### config.mk
export PLATFORM = sky130hd
export DESIGN_NAME = mprf_part_filter
export DESIGN_NICKNAME = d
export VERILOG_FILES = /design/src/mprf_pkg.sv /design/src/mprf_part_filter.sv
export SDC_FILE = /design/constraint.sdc
export NUM_CORES = 1
export LEC_CHECK = 0
export ABC_AREA = 1
export ABC_CLOCK_PERIOD_IN_PS = 2200
export BUFFER_PORTS_ARGS = -buffer_cell sky130_fd_sc_hd__buf_2
export CAP_MARGIN = 20
export CORE_AREA = 4 4 83 101
export DETAILED_ROUTE_END_ITERATION = 10
export DIE_AREA = 0 0 87 105
export GPL_TIMING_DRIVEN = 0
export PLACE_DENSITY = 0.83
export SLEW_MARGIN = 20
export SYNTH_ARGS = -nofsm -noshare
export SYNTH_HDL_FRONTEND = slang
export SYNTH_SLANG_ARGS = --single-unit
### constraint.sdc
create_clock -name clk -period 2.2 [get_ports clk]
set_input_delay 0.22 -clock clk [delete_from_list [all_inputs] [get_ports clk]]
set_output_delay 0.22 -clock clk [all_outputs]
set_load 0.005 [all_outputs]
### src/mprf_pkg.sv
// Package for the per-part receive filter: encodings and sizes.
// Assumes importer-free users; every reference is written mprf_pkg::name.
package mprf_pkg;

	// ---------------------------------------------------------------
	// Message kinds and controller numbers
	// ---------------------------------------------------------------
	localparam logic [3:0] ST_NOTE_OFF = 4'h8;
	localparam logic [3:0] ST_NOTE_ON  = 4'h9;
	localparam logic [3:0] ST_CTRL     = 4'hb;
	localparam logic [3:0] ST_PROG     = 4'hc;
	localparam logic [6:0] CC_BANK_MSB = 7'h00;
	localparam logic [6:0] CC_BANK_LSB = 7'h20;
	localparam logic [6:0] CC_SUSTAIN  = 7'h40;
	localparam logic [6:0] PEDAL_ON_MIN = 7'h40;

	// ---------------------------------------------------------------
	// Channel setting: 0..15 fixed, then Omni, then Global
	// ---------------------------------------------------------------
	localparam logic [4:0] CH_OMNI   = 5'h10;
	localparam logic [4:0] CH_GLOBAL = 5'h11;
	localparam logic [4:0] CH_RESET  = 5'h11;

	// ---------------------------------------------------------------
	// Sustain mapping codes; bit 2 marks the inverted variants
	// ---------------------------------------------------------------
	localparam logic [3:0] SUS_ENABLE    = 4'h0;
	localparam logic [3:0] SUS_ARP_LATCH = 4'h1;
	localparam logic [3:0] SUS_ARP_MUTE  = 4'h2;
	localparam logic [3:0] SUS_PART_MUTE = 4'h3;
	localparam logic [3:0] SUS_OFF       = 4'h8;
	localparam int         SUS_INV_BIT   = 2;

	// ---------------------------------------------------------------
	// Copy selection: 0 all, 1..8 one group; effect groups
	// ---------------------------------------------------------------
	localparam int         FX_GROUPS   = 8;
	localparam logic [3:0] COPY_ALL    = 4'h0;
	localparam logic [1:0] OUT_PAIR_RESET = 2'h0;
	localparam logic [1:0] OUT_PAIRS_LAST = 2'h3;

	// ---------------------------------------------------------------
	// Timing: copy indication time and its cycle count at 200 MHz
	// ---------------------------------------------------------------
	localparam int CLK_MHZ        = 200;
	localparam int COPY_SHOW_MS   = 500;
	localparam int COPY_SHOW_CYC  = COPY_SHOW_MS * 1000 * CLK_MHZ;

	typedef enum logic [1:0] {mprf_idle, mprf_copy_p2b, mprf_copy_b2p} mprf_copy_e;
endpackage

### src/mprf_part_filter.sv
// Per-part MIDI receive filter with sustain mapping and effect copy control.
// Assumes decoded MIDI messages arrive as one-cycle strobes on clk; panel
// settings are synchronous levels from the same domain.
`timescale 1ns/1ps
module mprf_part_filter #(
	parameter int COPY_SHOW_CYC = mprf_pkg::COPY_SHOW_CYC
) (
	input  wire logic       clk,            // 200 MHz clock.
	input  wire logic       rst,            // Synchronous reset, active high.
	input  wire logic       msg_valid,      // One-cycle strobe of a decoded message.
	input  wire logic [3:0] msg_kind,       // Status high nibble.
	input  wire logic [3:0] msg_chan,       // Channel 0..15.
	input  wire logic [6:0] msg_d1,         // First data byte.
	input  wire logic [6:0] msg_d2,         // Second data byte.
	input  wire logic [4:0] chan_set,       // Channel setting 0..15, Omni, Global.
	input  wire logic       chan_set_wr,    // Strobe: load chan_set.
	input  wire logic [3:0] global_chan,    // Global MIDI channel.
	input  wire logic       page_down_held, // Page-down button held.
	input  wire logic       multi_mode,     // Multi-part mode active.
	input  wire logic       voice_off,      // Voice allocation set to Off.
	input  wire logic       pc_block,       // Part program-change block On.
	input  wire logic       cc_block,       // Part controller block On.
	input  wire logic       glb_pc_en,      // Global program change enabled.
	input  wire logic       glb_cc_en,      // Global control change enabled.
	input  wire logic [3:0] sus_map,        // Sustain mapping code.
	input  wire logic [1:0] out_pair_set,   // Output pair selection 0..3.
	input  wire logic       fx_from_prog,   // Effects source is Program.
	input  wire logic       write_p2b,      // Write pressed on copy-to-part page.
	input  wire logic       write_b2p,      // Write pressed on copy-to-program page.
	input  wire logic [3:0] copy_sel,       // 0 all, 1..8 one effect group.
	input  wire logic       midi_btn,       // MIDI settings button strobe.
	input  wire logic       sysex_page,     // Sysex transmit page shown.
	output logic [4:0]      chan_r,         // Stored channel setting.
	output logic [3:0]      rx_chan_r,      // Resolved receive/transmit channel.
	output logic            omni_r,         // Part listens on all channels.
	output logic [1:0]      out_pair_r,     // Routed output pair.
	output logic            env_hold_r,     // Envelopes held at sustain.
	output logic            arp_latch_r,    // Arpeggio hold on.
	output logic            arp_mute_r,     // Arpeggio mute on.
	output logic            part_mute_r,    // Part mute on.
	output logic            prog_chg_r,     // Pulse: program change accepted.
	output logic [6:0]      prog_num_r,     // Accepted program number.
	output logic            fx_load_r,      // Pulse: load program effects to part.
	output logic            ctrl_r,         // Pulse: controller accepted.
	output logic [6:0]      ctrl_num_r,     // Accepted controller number.
	output logic [6:0]      ctrl_val_r,     // Accepted controller value.
	output logic            copy_go_r,      // Pulse: start effect copy.
	output logic            copy_dir_r,     // 0 program to buffer, 1 buffer to program.
	output logic [7:0]      copy_mask_r,    // Effect groups to copy.
	output logic            copy_show_r,    // Copy indication shown.
	output logic            midi_menu_r,    // Pulse: open MIDI menu.
	output logic            sysex_dump_r    // Pulse: start sysex dump.
);

	// ---------------------------------------------------------------
	// Elaboration checks
	// ---------------------------------------------------------------
	if (COPY_SHOW_CYC < 1)
	begin : g_bad_show
		$error("COPY_SHOW_CYC must be at least one");
	end

	localparam int SHW = $clog2(COPY_SHOW_CYC + 1);

	// ---------------------------------------------------------------
	// Channel resolution and acceptance decode
	// ---------------------------------------------------------------
	logic [3:0] chan_res;
	logic       chan_omni;
	logic       on_chan;
	logic       active;
	logic       is_note;
	logic       is_pc;
	logic       is_cc;
	logic       is_bank;
	logic       pc_ok;
	logic       cc_ok;
	logic       learn;
	logic       sus_msg;
	logic       pedal_on;
	logic       pedal_eff;
	logic [2:0] sus_fn;
	logic [7:0] sel_mask;

	// Global follows the live global channel, not a snapshot.
	assign chan_res  = (chan_r == mprf_pkg::CH_GLOBAL) ? global_chan : chan_r[3:0];
	assign chan_omni = (chan_r == mprf_pkg::CH_OMNI);
	assign on_chan   = chan_omni || (msg_chan == chan_res);
	// Voice allocation Off only silences the part in multi-part mode.
	assign active    = !(voice_off && multi_mode);
	assign is_note   = (msg_kind == mprf_pkg::ST_NOTE_ON) || (msg_kind == mprf_pkg::ST_NOTE_OFF);
	assign is_pc     = (msg_kind == mprf_pkg::ST_PROG);
	assign is_cc     = (msg_kind == mprf_pkg::ST_CTRL);
	assign is_bank   = (msg_d1 == mprf_pkg::CC_BANK_MSB) || (msg_d1 == mprf_pkg::CC_BANK_LSB);
	assign pc_ok     = msg_valid && active && on_chan && is_pc && glb_pc_en && !pc_block;
	// Bank selects follow the program-change block only, never the controller block.
	assign cc_ok     = msg_valid && active && on_chan && is_cc && glb_cc_en
	                   && (is_bank ? !pc_block : !cc_block);
	// Learning uses the arrival channel, so it can never yield Omni or Global.
	assign learn     = msg_valid && active && is_note && page_down_held;
	assign sus_msg   = cc_ok && (msg_d1 == mprf_pkg::CC_SUSTAIN);
	assign pedal_on  = (msg_d2 >= mprf_pkg::PEDAL_ON_MIN);
	assign pedal_eff = pedal_on ^ sus_map[mprf_pkg::SUS_INV_BIT];
	assign sus_fn    = {1'b0, sus_map[1:0]};

	// Copy mask: all groups, or a single one.
	assign sel_mask  = (copy_sel == mprf_pkg::COPY_ALL) ? {mprf_pkg::FX_GROUPS{1'b1}}
	                   : (8'h01 << (copy_sel[2:0] - 3'h1));

	// ---------------------------------------------------------------
	// Channel setting and routing
	// ---------------------------------------------------------------
	always_ff @(posedge clk)
	begin
		if (rst)
		begin
			chan_r     <= mprf_pkg::CH_RESET;
			out_pair_r <= mprf_pkg::OUT_PAIR_RESET;
		end
		else
		begin
			if (learn)
				chan_r <= {1'b0, msg_chan};
			else if (chan_set_wr && chan_set <= mprf_pkg::CH_GLOBAL)
				chan_r <= chan_set;
			out_pair_r <= out_pair_set;
		end
	end

	// Resolved channel is registered so the outputs come from flip-flops.
	always_ff @(posedge clk)
	begin
		if (rst)
		begin
			rx_chan_r <= 4'h0;
			omni_r    <= 1'b0;
		end
		else
		begin
			rx_chan_r <= chan_res;
			omni_r    <= chan_omni;
		end
	end

	// ---------------------------------------------------------------
	// Sustain pedal mapping
	// ---------------------------------------------------------------
	// A mapping change leaves the functions where they are; the next pedal
	// message drives only the function that the new mapping selects.
	always_ff @(posedge clk)
	begin
		if (rst)
		begin
			env_hold_r  <= 1'b0;
			arp_latch_r <= 1'b0;
			arp_mute_r  <= 1'b0;
			part_mute_r <= 1'b0;
		end
		else if (sus_msg && sus_map != mprf_pkg::SUS_OFF && !sus_map[3])
		begin
			unique case (sus_fn[1:0])
				mprf_pkg::SUS_ENABLE[1:0]:    env_hold_r  <= pedal_eff;
				mprf_pkg::SUS_ARP_LATCH[1:0]: arp_latch_r <= pedal_eff;
				mprf_pkg::SUS_ARP_MUTE[1:0]:  arp_mute_r  <= pedal_eff;
				mprf_pkg::SUS_PART_MUTE[1:0]: part_mute_r <= pedal_eff;
			endcase
		end
	end

	// ---------------------------------------------------------------
	// Accepted program changes and controllers
	// ---------------------------------------------------------------
	always_ff @(posedge clk)
	begin
		if (rst)
		begin
			prog_chg_r <= 1'b0;
			prog_num_r <= 7'h00;
			fx_load_r  <= 1'b0;
			ctrl_r     <= 1'b0;
			ctrl_num_r <= 7'h00;
			ctrl_val_r <= 7'h00;
		end
		else
		begin
			prog_chg_r <= pc_ok;
			fx_load_r  <= pc_ok && fx_from_prog;
			ctrl_r     <= cc_ok;
			if (pc_ok)
				prog_num_r <= msg_d1;
			if (cc_ok)
			begin
				ctrl_num_r <= msg_d1;
				ctrl_val_r <= msg_d2;
			end
		end
	end

	// ---------------------------------------------------------------
	// Effect copy utilities and indication timer
	// ---------------------------------------------------------------
	mprf_pkg::mprf_copy_e copy_st_r;
	logic [SHW-1:0]       show_cnt_r;
	logic                 copy_req;
	logic                 sel_ok;

	// A copy request while one is still shown restarts the indication.
	assign sel_ok   = copy_sel <= 4'(mprf_pkg::FX_GROUPS);
	assign copy_req = (write_p2b || write_b2p) && sel_ok;

	always_ff @(posedge clk)
	begin
		if (rst)
		begin
			copy_st_r   <= mprf_pkg::mprf_idle;
			copy_go_r   <= 1'b0;
			copy_dir_r  <= 1'b0;
			copy_mask_r <= 8'h00;
		end
		else
		begin
			copy_go_r <= copy_req;
			if (copy_req)
			begin
				copy_dir_r  <= write_b2p && !write_p2b;
				copy_mask_r <= sel_mask;
				copy_st_r   <= write_p2b ? mprf_pkg::mprf_copy_p2b : mprf_pkg::mprf_copy_b2p;
			end
			else if (show_cnt_r == '0)
				copy_st_r <= mprf_pkg::mprf_idle;
		end
	end

	always_ff @(posedge clk)
	begin
		if (rst)
		begin
			show_cnt_r  <= '0;
			copy_show_r <= 1'b0;
		end
		else
		begin
			if (copy_req)
				show_cnt_r <= SHW'(COPY_SHOW_CYC - 1);
			else if (show_cnt_r != '0)
				show_cnt_r <= show_cnt_r - 1'b1;
			copy_show_r <= copy_req || (show_cnt_r != '0);
		end
	end

	// ---------------------------------------------------------------
	// MIDI settings control
	// ---------------------------------------------------------------
	always_ff @(posedge clk)
	begin
		if (rst)
		begin
			midi_menu_r  <= 1'b0;
			sysex_dump_r <= 1'b0;
		end
		else
		begin
			sysex_dump_r <= midi_btn && sysex_page;
			midi_menu_r  <= midi_btn && !sysex_page && multi_mode;
		end
	end

endmodule // mprf_part_filter

### Word level (Yosys, flattened, before mapping)

Index checks and enable logic that the tools add are counted.

* register bits after elaboration: 80

* add/sub/neg operators: 2
* order comparisons: 3
* equality and inequality tests: 13
* shift-type cells: 1
* multiplexer cells: 7
* bitwise operators: 1
* reductions and logical operators: 43

Operator list (number)
* 2-to-1 mux 27 bit: 2
* nonzero test 27 bit: 1
* subtractor 27 x 1 -> 27 bit (second input constant): 1
* logical AND 1 bit: 21
* equality test 4 bit (second input constant): 4
* equality test 5 bit (second input constant): 2
* 2-to-1 mux 5 bit: 2
* 2-to-1 mux 8 bit: 1
* AND reduction 2 bit: 4
* << shifter 1 x 3 -> 8 bit (first input constant): 1
* equality test 7 x 6 -> 1 bit (second input constant): 1
* equality test 7 bit (second input constant): 1
* greater-or-equal comparator 7 bit (second input constant): 1
* logical NOT 7 bit: 1
* logical NOT 1 bit: 6
* less-or-equal comparator 5 bit (second input constant): 1
* logical OR 1 bit: 5
* equality test 2 bit (second input constant): 2
* equality test 4 bit: 1
* less-or-equal comparator 4 bit (second input constant): 1
* logical NOT 4 bit: 1
* 2-to-1 mux 4 bit: 1
* != test 4 bit (second input constant): 1
* nonzero test 2 bit: 2
* other kinds (6): 6

### Depth between registers and ports, before layout

* word-level depth: 12
* depth in mapped cells: 15
* gate-level depth less buffers: 15

### Worst setup path after synthesis

No wires, ideal clock.

* path kind: register -> register
* start: register show_cnt_r[0]
* end: register show_cnt_r[1]
* arrival: 1.631 ns
* setup slack: 0.442 ns
* stages on the path, launching flop included: 10
* buffers on the path: 0
* clock period less this slack: 1.758 ns
* cells stage by stage: dfxtp_1 > inv_1 > ha_1 > inv_1 > nor3_4 > nand3_1 > inv_1 > o21ai_0 > a31oi_1 > nor2_1

* longest elaborated chain between the ends: 3

RTL lines
* from (decl): line mprf_part_filter.sv:203 `logic [SHW-1:0] show_cnt_r;`
* from (signal assigned): line mprf_part_filter.sv:244 `show_cnt_r <= SHW'(COPY_SHOW_CYC - 1);`
* from (signal assigned): line mprf_part_filter.sv:246 `show_cnt_r <= show_cnt_r - 1'b1;`
* subtractor 27 x 1 -> 27 bit: line mprf_part_filter.sv:246
* 2-to-1 mux 27 bit: line mprf_part_filter.sv:245 `else if (show_cnt_r != '0)`
* 2-to-1 mux 27 bit: line mprf_part_filter.sv:243 `if (copy_req)`

Several ways; a longest one is shown, not always the timed one. The select of a mux whose other input is x is not followed.
A chain may end at the register's enable or synchronous reset.

### Worst setup path after layout

* start: register show_cnt_r[0]
* end: register show_cnt_r[15]

Same word-level chain as after synthesis.

==> results by group <==
Synth
  – Unique masters post-synth: 38
  – Syn_nets: ~600
  – Warnings from Yosys: 0
  – Cell area after synthesis: 3784 µm²
  – EDFF count, synth: 0
  – Async set or reset register ratio after synthesis: 0
  – Synth Flop Type: dfxtp_1
  – Gate Count Post-Synth: 532
  – Post-synthesis sequential area ratio: 0.4233
  – Area contributors post-synth: dfxtp_1 42%, nand2_1 9.4%, inv_1 7.0%
  – Area leader, netlist: dfxtp_1
  – #FFs+latches synth: 80
  – Top cell type's share of synthesized area: 0.4233
  – Avg Cell Area, Syn: around 7.1 µm²

Setup path
  – CP arrival: ~2.2 ns
  – CP Capture Type: flop
  – Crit path launch type: flop
  – End of the worst register-to-register path: show_cnt_r[15]$_SDFFE_PP0P_
  – Worst r2r path cells: 8
  – Worst setup startpoint: show_cnt_r[0]$_SDFFE_PP0P_
  – Crit Reg-Reg Startpoint: show_cnt_r[0]$_SDFFE_PP0P_
  – Crit path to: show_cnt_r[15]$_SDFFE_PP0P_
  – Worst-path fanout max: 10
  – R2r setup slk: 0.18 ns
  – WP data required: ~2.4 ns
  – Worst Setup Path Type: flop to flop

Routing
  – DRC viols: 0
  – TritonRoute pass-1 iters: 5
  – Drt initial violations: 382
  – Total number of vias: just over 4,000
  – Routed length per instance: around 13 µm
  – Post-DRT Antenna Nets: 0
  – DR vias/cell: around 5.4
  – Routed WL: between 10,000 and 15,000 µm

Layout
  – Storage cell area: 1602 µm²
  – Layout Nets: slightly above 700
  – Share of post-route cells with drive strength above 1: 0.2421
  – Area grow syn2layout: 24.80%
  – Area of the multi-input gates: approximately 1800 µm²
  – Post-route cell area: approximately 4700 µm²
  – Fin util: 0.6306
  – Number of diodes: 0
  – Fillers: between 600 and 700

CTS
  – Num CTS Buffers: 9
  – Root buf cell: clkbuf_8
  – CTS Hold Buffers Added: 0
  – Worst skew pair latency: between 0.3 and 0.4 ns
  – Clock Path Buffers: 2
  – CTS tree: done
  – CTS clk-pin slew, worst paths: 0.09 ns
  – CTS HTree Levels: 3
  – Clock Sinks: 80

Global route
  – First-pass GRT wire length: around 16,000 µm
  – Pin count of the biggest net entering global routing: 17
  – All-Layer GR Usage: 0.2213
  – Total grt overflow: 0
  – Initial antenna violation count: 0
  – Vias in the first global route: about 3,900

Floorplan
  – Die area: 9135 µm²
  – I/O pins: 110
  – Die Ht: about 110 µm
  – Site row count: 35
  – Initial core utilization: 0.5053
  – Die span in x: about 87 µm
  – Core area: 7488 µm²

Place
  – GPL Wtd Cong: 1.024
  – Area after DPL: 4439 µm²
  – Post-detail-place hpwl: 7511 µm
  – Port bufs: between 100 and 150

Timing
  – Max-slew headroom: 0.5525
  – Clock Skew: ~0.012 ns
  – Worst slew pin tran: roughly 0.67 ns
  – Max-slew violation count: 0
  – Fin crit period: about 2.0 ns
  – Achievable Freq: between 400 and 500 MHz
  – Endpoints failing hold: 0
  – Final worst path period share: 0.9163
  – TNS Setup: 0 ns
  – Setup Viol. Count Final: 0

Pwr
  – VDD IR max: about 670 µV
  – Tot Pwr: ~3400 µW
  – Pwr dens: 711.0 nW/µm²
  – P_leak: between 0.002 and 0.0025 µW

Hold path
  – Worst min path class: input port to flop
  – Hold Path Depth: 2

Outcome
  – Status: finished, final reports clean

Flow run
  – Maxcap violations: 0
==> power by group <==
part / switching (µW) / internal, µW
clock network: 609 / 667
logic: 322 / 195
registers: 54.1 / 1510
==> synth_stat cells (2+ instances only) <==
library cell and count:
nand2_1 95, dfxtp_1 80, inv_1 71, nor2_1 69
a21oi_1 42, nand3_1 40, o21ai_0 37, nand4_1 13
clkbuf_1 10, a31oi_1 9, xor2_1 7, nor3_1 6
nand3b_1 5, or2_2 5, xnor2_1 5, buf_2 4
nor4_1 4, nor2_4 3, nor3_2 3, a31o_2 2
buf_6 2, nand3_2 2, o211ai_1 2, or2_1 2
==> worst min-delay path by stage <==
stage	endpoint	from	slack (ns)
global placement	midi_menu_r$_SDFF_PP0_	sysex_page	0.40
global route	midi_menu_r$_SDFF_PP0_	sysex_page	0.04
detailed placement	midi_menu_r$_SDFF_PP0_	sysex_page	0.42
floorplan	midi_menu_r$_SDFF_PP0_	sysex_page	0.30
CTS	midi_menu_r$_SDFF_PP0_	sysex_page	0.03
finish	midi_menu_r$_SDFF_PP0_	sysex_page	0.04
==> registers in the layout (all words and copies together), names as in the netlist, 2 cells and up <==
register,flops
show_cnt_r,27
copy_mask_r,8
ctrl_num_r,7
ctrl_val_r,7
prog_num_r,7
chan_r,5
rx_chan_r,4
out_pair_r,2
==> repair_timing <==
item	4_1_cts	5_1_grt
endpoints found under the setup margin	1	22
pin swaps	0	1
resized for setup	1	5
buffers inserted	0	5
gates cloned	0	0
==> area by class of cell <==
class / instances / area share
plain buffers: 17 / 0.01802
clock buffers: 9 / 0.02623
clock inverters: 7 / 0.02305
inverters: 72 / 0.05723
multi-input cells: 363 / 0.3895
flip-flops and latches: 80 / 0.3392
well taps: 92 / 0.02438
repair buffers: 113 / 0.1224
==> metrics by stage <==
step           instances  setup WS, ns  hold slack, ns
2_1_floorplan        532        0.4419          0.2966
3_3_place_gp         732      0.006785          0.3994
3_5_place_dp         732      -0.03996          0.4221
4_1_cts              748      0.008741         0.03448
5_1_grt              753     -0.007915         0.04059
6_report             753        0.1840         0.03996
==> placed cells by master (no fill, tap or decap), types with 6 or more instances in the layout <==
cell,count
clkbuf_1,9
nor2_1,68
clkbuf_8,9
nand2_1,95
inv_1,70
dfxtp_1,80
buf_2,112
a31oi_1,9
nand3_1,40
a21oi_1,42
xor2_1,7
nor3_1,6
nand4_1,13
o21ai_0,37
==> metal layers <==
layer,routed length (µm),GRT usage,vias to the layer above
li1,-,-,1995
met1,3804,0.2343,1839
met2,5112,0.3887,172
met3,827,0.05836,39
met4,343,0.1192,0
met5,0,0,-
==> critical path: stages, from the launching register on <==
cell and delay, ns:
dfxtp_1 0.37, inv_1 0.17, ha_2 0.26, inv_1 0.12, nor3_4 0.24, nand3_1 0.24, clkbuf_2 0.27, nand3b_1 0.14
a21oi_1 0.08
==> kinds of logic after synthesis <==
kind of cell / synth area share
buffers and inverters: 0.09358
AOI/OAI and AO/OA: 0.1396
xor gates and xnor gates: 0.02778
adders and majority gates: 0.003306
DFF: 0.4233
and+or+nand+nor: 0.3125
Power figures use the tool's default switching activity.
